$ cat config.mk
export PLATFORM = sky130hd
export DESIGN_NAME = ssienc_top
export DESIGN_NICKNAME = d
export VERILOG_FILES = /design/src/rtl/ssienc_pkg.sv /design/src/rtl/ssienc_ctl_if.sv /design/src/rtl/ssienc_sync.sv /design/src/rtl/ssienc_mono.sv /design/src/rtl/ssienc_top.sv
export SDC_FILE = /design/constraint.sdc
export NUM_CORES = 1
export LEC_CHECK = 0
export BUFFER_PORTS_ARGS = -buffer_cell sky130_fd_sc_hd__buf_2
export CAP_MARGIN = 10
export CORE_ASPECT_RATIO = 2
export CORE_UTILIZATION = 60
export DETAILED_ROUTE_END_ITERATION = 10
export PLACE_DENSITY = 0.8
export SKIP_LAST_GASP = 1
export SLEW_MARGIN = 30
export SYNTH_ARGS = -nofsm -noshare
export SYNTH_HDL_FRONTEND = slang
export SYNTH_HIERARCHICAL = 1
export SYNTH_SLANG_ARGS = --single-unit
$ cat constraint.sdc
create_clock -name clk_i -period 4 [get_ports clk_i]
set_clock_uncertainty 0.05 [all_clocks]
set_input_delay 0 -clock clk_i [delete_from_list [all_inputs] [get_ports clk_i]]
set_output_delay 0 -clock clk_i [all_outputs]
set_load 0.05 [all_outputs]
$ cat src/rtl/ssienc_pkg.sv
package ssienc_pkg;

  // Sampling clock
  localparam int CLK_MHZ        = 100;

  // Monoflop time, nominal and tolerance in microseconds
  localparam int MONO_US        = 20;
  localparam int MONO_TOL_US    = 10;
  localparam int MONO_CYC       = MONO_US * CLK_MHZ;
  localparam int MONO_W         = 12;
  localparam logic [MONO_W-1:0] MONO_LOAD = MONO_W'(MONO_CYC - 1);
  localparam logic [MONO_W-1:0] MONO_ZERO = 12'h000;

  // Position layout
  localparam int MT_BITS        = 14;
  localparam int ST_BITS        = 16;
  localparam int POS_BITS       = MT_BITS + ST_BITS;

  // Standard frame: multiturn field, single-turn field, status bit
  localparam int FRM_MT         = 12;
  localparam int FRM_ST         = 12;
  localparam int FRM_ST_LSB     = ST_BITS - FRM_ST;
  localparam int FRM_MT_LSB     = ST_BITS;
  localparam int FIELD_BITS     = FRM_MT + FRM_ST;
  localparam int FRAME_BITS     = FIELD_BITS + 1;

  // Bit counter
  localparam int CNT_W          = 5;
  localparam logic [CNT_W-1:0] CNT_ZERO  = 5'h00;
  localparam logic [CNT_W-1:0] CNT_ONE   = 5'h01;
  localparam logic [CNT_W-1:0] FRAME_CNT = 5'h19;
  localparam logic [CNT_W-1:0] RING_CNT  = 5'h0D;

  // Synchroniser lanes
  localparam int SYNC_W         = 2;
  localparam int SYNC_LINK      = 0;
  localparam int SYNC_DIR       = 1;
  localparam logic [SYNC_W-1:0] SYNC_RST = 2'h3;

  // Line levels
  localparam logic LINE_IDLE    = 1'b1;
  localparam logic LINE_LOW     = 1'b0;

  typedef enum {
    SSIENC_IDLE,
    SSIENC_SHIFT,
    SSIENC_TAIL
  } ssienc_state_t;

endpackage

$ cat src/rtl/ssienc_ctl_if.sv
`timescale 1ns/100ps
interface ssienc_ctl_if;
  logic link_clk_s;
  logic dir_sel_n_s;
  logic mono_start;
  logic mono_busy;

  modport sync (
    output link_clk_s,
    output dir_sel_n_s
  );
  modport mono (
    input  mono_start,
    output mono_busy
  );
  modport core (
    input  link_clk_s,
    input  dir_sel_n_s,
    output mono_start,
    input  mono_busy
  );
endinterface

$ cat src/rtl/ssienc_sync.sv
`timescale 1ns/100ps
module ssienc_sync
  import ssienc_pkg::*;
(
  input  wire logic clk_i,
  input  wire logic reset_i,
  input  wire logic link_clk_i,
  input  wire logic dir_sel_n_i,
  ssienc_ctl_if.sync ctl
);

  logic [SYNC_W-1:0] pin_in;
  logic [SYNC_W-1:0] st1_reg;
  logic [SYNC_W-1:0] st2_reg;

  assign pin_in[SYNC_LINK] = link_clk_i;
  assign pin_in[SYNC_DIR]  = dir_sel_n_i;

  // Two-stage synchroniser per pin
  genvar g;
  generate
    for (g = 0; g < SYNC_W; g++) begin : g_lane
      always_ff @(posedge clk_i) begin
        if (reset_i) begin
          st1_reg[g] <= SYNC_RST[g];
          st2_reg[g] <= SYNC_RST[g];
        end else begin
          st1_reg[g] <= pin_in[g];
          st2_reg[g] <= st1_reg[g];
        end
      end
    end
  endgenerate

  assign ctl.link_clk_s  = st2_reg[SYNC_LINK];
  assign ctl.dir_sel_n_s = st2_reg[SYNC_DIR];

endmodule

$ cat src/rtl/ssienc_mono.sv
`timescale 1ns/100ps
module ssienc_mono
  import ssienc_pkg::*;
(
  input  wire logic clk_i,
  input  wire logic reset_i,
  ssienc_ctl_if.mono ctl
);

  logic [MONO_W-1:0] cnt_reg;
  logic [MONO_W-1:0] cnt_next;

  // Retriggerable timer
  always_comb begin
    cnt_next = cnt_reg;
    if (ctl.mono_start) begin
      cnt_next = MONO_LOAD;
    end else if (cnt_reg != MONO_ZERO) begin
      cnt_next = cnt_reg - 12'h001;
    end
  end

  always_ff @(posedge clk_i) begin
    if (reset_i) begin
      cnt_reg <= MONO_ZERO;
    end else begin
      cnt_reg <= cnt_next;
    end
  end

  assign ctl.mono_busy = (cnt_reg != MONO_ZERO);

endmodule

$ cat src/rtl/ssienc_top.sv
`timescale 1ns/100ps
module ssienc_top
  import ssienc_pkg::*;
#(
  parameter bit GRAY_CODE = 1'b1
)
(
  input  wire logic                         clk_i,
  input  wire logic                         reset_i,
  input  wire logic                         link_clk_i,
  input  wire logic                         dir_sel_n_i,
  input  wire logic [ssienc_pkg::POS_BITS-1:0] position_i,
  input  wire logic                         status_bit_i,
  output      logic                         ssi_data_o,
  output      logic                         busy_o,
  output      logic                         ring_o
);
  import ssienc_pkg::*;

  ssienc_ctl_if ctl ();

  ssienc_sync u_sync (
    .clk_i       (clk_i),
    .reset_i     (reset_i),
    .link_clk_i  (link_clk_i),
    .dir_sel_n_i (dir_sel_n_i),
    .ctl         (ctl.sync)
  );

  ssienc_mono u_mono (
    .clk_i   (clk_i),
    .reset_i (reset_i),
    .ctl     (ctl.mono)
  );

  // Gray conversion of the position field
  function automatic logic [FIELD_BITS-1:0] to_gray(
    input logic [FIELD_BITS-1:0] b
  );
    to_gray = b ^ (b >> 1);
  endfunction

  // Builds the frame from the live position
  function automatic logic [FRAME_BITS-1:0] build_word(
    input logic [POS_BITS-1:0] pos,
    input logic                dir_n,
    input logic                stat
  );
    logic [POS_BITS-1:0]   p;
    logic [FIELD_BITS-1:0] f;
    p = dir_n ? ~pos : pos;
    f = {p[FRM_MT_LSB +: FRM_MT], p[FRM_ST_LSB +: FRM_ST]};
    if (GRAY_CODE) begin
      f = to_gray(f);
    end
    build_word = {f, stat};
  endfunction

  ssienc_state_t          state_reg;
  ssienc_state_t          state_next;
  logic [FRAME_BITS-1:0]  word_reg;
  logic [FRAME_BITS-1:0]  word_next;
  logic [FRAME_BITS-1:0]  shift_reg;
  logic [FRAME_BITS-1:0]  shift_next;
  logic [CNT_W-1:0]       cnt_reg;
  logic [CNT_W-1:0]       cnt_next;
  logic                   ring_reg;
  logic                   ring_next;
  logic                   data_reg;
  logic                   data_next;
  logic                   link_q_reg;
  logic                   fall;
  logic                   rise;
  logic                   capture;
  logic [CNT_W-1:0]       limit;
  logic [FRAME_BITS-1:0]  live_word;

  // Edges of the sampled link clock
  assign fall = link_q_reg & ~ctl.link_clk_s;
  assign rise = ~link_q_reg & ctl.link_clk_s;

  assign live_word = build_word(position_i, ctl.dir_sel_n_s, status_bit_i);
  assign limit     = ring_reg ? RING_CNT : FRAME_CNT;

  always_comb begin
    state_next     = state_reg;
    word_next      = word_reg;
    shift_next     = shift_reg;
    cnt_next       = cnt_reg;
    ring_next      = ring_reg;
    data_next      = data_reg;
    capture        = 1'b0;
    ctl.mono_start = 1'b0;
    case (state_reg)
      SSIENC_IDLE: begin
        data_next = LINE_IDLE;
        capture   = fall;
      end
      SSIENC_SHIFT: begin
        if (rise) begin
          data_next  = shift_reg[FRAME_BITS-1];
          shift_next = shift_reg << 1;
          cnt_next   = cnt_reg + CNT_ONE;
        end else if (fall) begin
          ctl.mono_start = 1'b1;
          if (cnt_reg == limit) begin
            state_next = SSIENC_TAIL;
            data_next  = LINE_LOW;
          end
        end else if (!ctl.mono_busy) begin
          state_next = SSIENC_IDLE;
          data_next  = LINE_IDLE;
          ring_next  = 1'b0;
        end
      end
      SSIENC_TAIL: begin
        data_next = LINE_LOW;
        if (fall && ctl.mono_busy) begin
          state_next     = SSIENC_SHIFT;
          shift_next     = word_reg;
          cnt_next       = CNT_ZERO;
          ring_next      = 1'b1;
          ctl.mono_start = 1'b1;
        end else if (fall) begin
          capture = 1'b1;
        end else if (!ctl.mono_busy) begin
          state_next = SSIENC_IDLE;
          data_next  = LINE_IDLE;
          ring_next  = 1'b0;
        end
      end
      default: begin
        state_next = SSIENC_IDLE;
        data_next  = LINE_IDLE;
        ring_next  = 1'b0;
      end
    endcase
    if (capture) begin
      state_next     = SSIENC_SHIFT;
      word_next      = live_word;
      shift_next     = live_word;
      cnt_next       = CNT_ZERO;
      ring_next      = 1'b0;
      data_next      = LINE_IDLE;
      ctl.mono_start = 1'b1;
    end
  end

  always_ff @(posedge clk_i) begin
    if (reset_i) begin
      state_reg  <= SSIENC_IDLE;
      word_reg   <= '0;
      shift_reg  <= '0;
      cnt_reg    <= CNT_ZERO;
      ring_reg   <= 1'b0;
      data_reg   <= LINE_IDLE;
      link_q_reg <= LINE_IDLE;
    end else begin
      state_reg  <= state_next;
      word_reg   <= word_next;
      shift_reg  <= shift_next;
      cnt_reg    <= cnt_next;
      ring_reg   <= ring_next;
      data_reg   <= data_next;
      link_q_reg <= ctl.link_clk_s;
    end
  end

  assign ssi_data_o = data_reg;
  assign busy_o     = (state_reg != SSIENC_IDLE);
  assign ring_o     = ring_reg;

endmodule

==> reports/results.ini <==
[placement]
io_buffers=31
dp_cells=581
pre_cts_slack_ns=1.27
gp_congestion=0.884
dpl.hpwl_um=5930

[sta]
drv_slew=0
rsz0062_at_grt=false
worstMarginPinSlew_ns=0.727
hold_viol_final=0
finalWorstSetupSlack_ns=1.18
setup_viol=0
max-slew-margin-rel_pct=51.5
timing.setup.tns_ns=0
finalCriticalPeriod_ns=2.82
period_share_pct=70.5
fmax_ghz=0.354

[yosys]
yosys_warnings=6
synth_top_flop_cell=dfxtp_1
synth_area_per_cell_sq_um=9.60
synth_area_sq_um=4350
syn_inst=453
synth_edf_count=0
async_flop_share_pct=0
synth_seq_cells=106
synth.distinct_cells=53
yosysSeqAreaShare_pct=48.8

[cells_and_area]
fin_cells=633
nets=577
antennaDiodeCount=0
syn2layout_area_growth_pct=22.4
drive_gt1_share_pct=16.8
fill_cells=517
largest_register_ffs=32
finish.utilization_pct=76.1

[critical_path]
crit_path_max_incr_delay_ns=0.45
crit_path_end_kind=flip-flop
crit_arrival_ns=3.03
worst-path-buf-inv=2
cp_top_family=simple AND/OR/NAND/NOR gates
cp-start-kind=flip-flop
slowest_stage=nor3b_1
path_cells=inv_1 -> ha_1 -> nor3b_1 -> nand3_1 -> nand2_1 -> nand2_1 -> nor3_4 -> buf_4 -> nand2_1 -> a21oi_1
critical_path.most_common_cell=nand2_1
crit_type=reg -> reg
cp.depth=10
crit_path_max_fanout=46
reg2reg_depth=10
required_ns=4.21

[pwr]
total_power_uw=2500
leakagePower_uw=0.00208
power.density_nw_per_um2=469
vdd_ir_drop_max_uv=350

[job]
maxCapViolations=0

[drt]
drtAntennaViolNets=0
via_per_inst=5.97
drtPass1Iterations=5
drcViolationCount=0
detail_route.wl_per_cell_um=14.9
wl_met3_um=353
routed_wl_um=9450
drt_iter0_markers=293
wl_met1_um=3630
dr_total_vias=3779
route.top_layer_used=met4
met2WireLength_um=5140

[cts]
cts_root_buffer=clkbuf_16
cts.htree.levels=3
cts_buffers=9
clock-sinks=106
clockBufferDepth=2
cts_setup_buffers=0
cts_tree=done
cts.clk_slew.worst_paths_ns=0.07
insertion_delay_ns=0.34

[global_route]
grt_use_total_pct=25.7
antenna_found_initial=0
grt_pass1_wl_um=15400
grt_pass1_vias=3637
grt-ovfl-total=0
grt_max_degree=54

[status]
outcome=finished clean

[floorplan]
die_y_um=122
die_w_um=62.2
dieArea_sq_um=7610
io_pins=38
rows=43
core_sq_um=6990
initial_utilization_pct=62.2

[min_path]
min_path_cells=4
hold_class=in -> reg

[worst reg2reg max path, delay by kind of cell, from the launching register on]
kind | cells | cell delay [ns]
compound gates | 1 | 0.19
fa+ha+maj | 1 | 0.18
simple gates | 6 | 1.47
buf+inv | 2 | 0.49
flops | 1 | 0.35
[through the flow]
stage	hold slack, ns	area (sq um)
floorplan	0.0471	4460
global placement	0.134	4660
detailed placement	0.134	4660
CTS	0.155	5320
global route	0.223	5320
finish	0.172	5320
[where the power goes]
group / internal [uW] / switching, uW / total [uW]
sequential: 1120 / 65.4 / 1180
combinational: 212 / 244 / 456
clock: 483 / 375 / 858
[metal layers]
metal / track usage, % / vias to the layer above
met5: 0 / -
met4: 18.2 / 0
li1: - / 1827
met3: 4.09 / 33
met2: 48.9 / 108
met1: 24.8 / 1811
[cell families after synthesis]
| group | share of synthesized area [%] |
|---|---|
| flip-flops | 48.8 |
| other | 0.0862 |
| XOR/XNOR | 5.44 |
| adder cells (fa/ha/maj) | 0.863 |
| AND/OR/NAND/NOR | 18.6 |
| multiplexers | 0.460 |
| buffers and inverters | 3.63 |
| AO/OA/AOI/OAI | 22.1 |
[cells in the mapped netlist (5+ instances only)]
library cell	n	area [sq um]
buf_2	6	30.0
inv_1	7	26.3
nand4_1	5	31.3
o31ai_1	6	45.0
or2_2	25	156
a31oi_1	26	163
nand3_1	5	25.0
nand2_1	11	41.3
nand2b_1	5	31.3
o21ai_0	14	70.1
a32o_1	24	240
clkbuf_1	24	90.1
dfxtp_1	106	2120
or2_1	5	31.3
xnor2_1	23	201
nor3_1	7	35.0
nor4_1	8	50.1
or4_1	6	45.0
a21oi_1	18	90.1
a211oi_1	23	173
nor2_1	47	176
[path summary, 6_finish.rpt]
kind                     start                    end  slack [ns]
min reg2reg  u_sync/st1_reg[0]  u_sync/ctl.link_clk_s        0.35
max          u_mono/cnt_reg[0]           word_reg[21]        1.18
min             position_i[11]           shift_reg[8]        0.17
max reg2reg  u_mono/cnt_reg[0]           word_reg[21]        1.18
[placed cells by master (no fill, tap or decap), types with 6 or more instances in the layout]
master,count
xnor2_1,23
nor3_1,7
a31oi_1,26
nor4_1,8
nand2_1,11
or2_2,25
o31ai_1,6
buf_4,9
inv_1,7
o21ai_0,14
a211oi_1,23
nor2_1,47
or4_1,6
conb_1,30
a32o_1,24
a21oi_1,18
clkbuf_16,9
buf_2,31
dfxtp_1,106
dlygate4sd3_1,37
[timing repair]
action                     in CTS  in global routing
gates resized for setup         0                  0
hold buffers                   37                  0
setup endpoints to repair       0                  0
hold endpoints to repair       27                  0
[layout make-up]
| type | count | area (sq um) | share of cell area (%) |
|---|---|---|---|
| Timing Repair Buffer | 77 | 593 | 11.1 |
| Inverter | 7 | 26.3 | 0.494 |
| Sequential cell | 106 | 2120 | 39.9 |
| Clock buffer | 9 | 225 | 4.23 |
| Multi-Input combinational cell | 338 | 2180 | 40.9 |
| Tap cell | 90 | 113 | 2.12 |
| Clock inverter | 6 | 67.6 | 1.27 |
No activity file was read; power rests on OpenSTA's default activity.
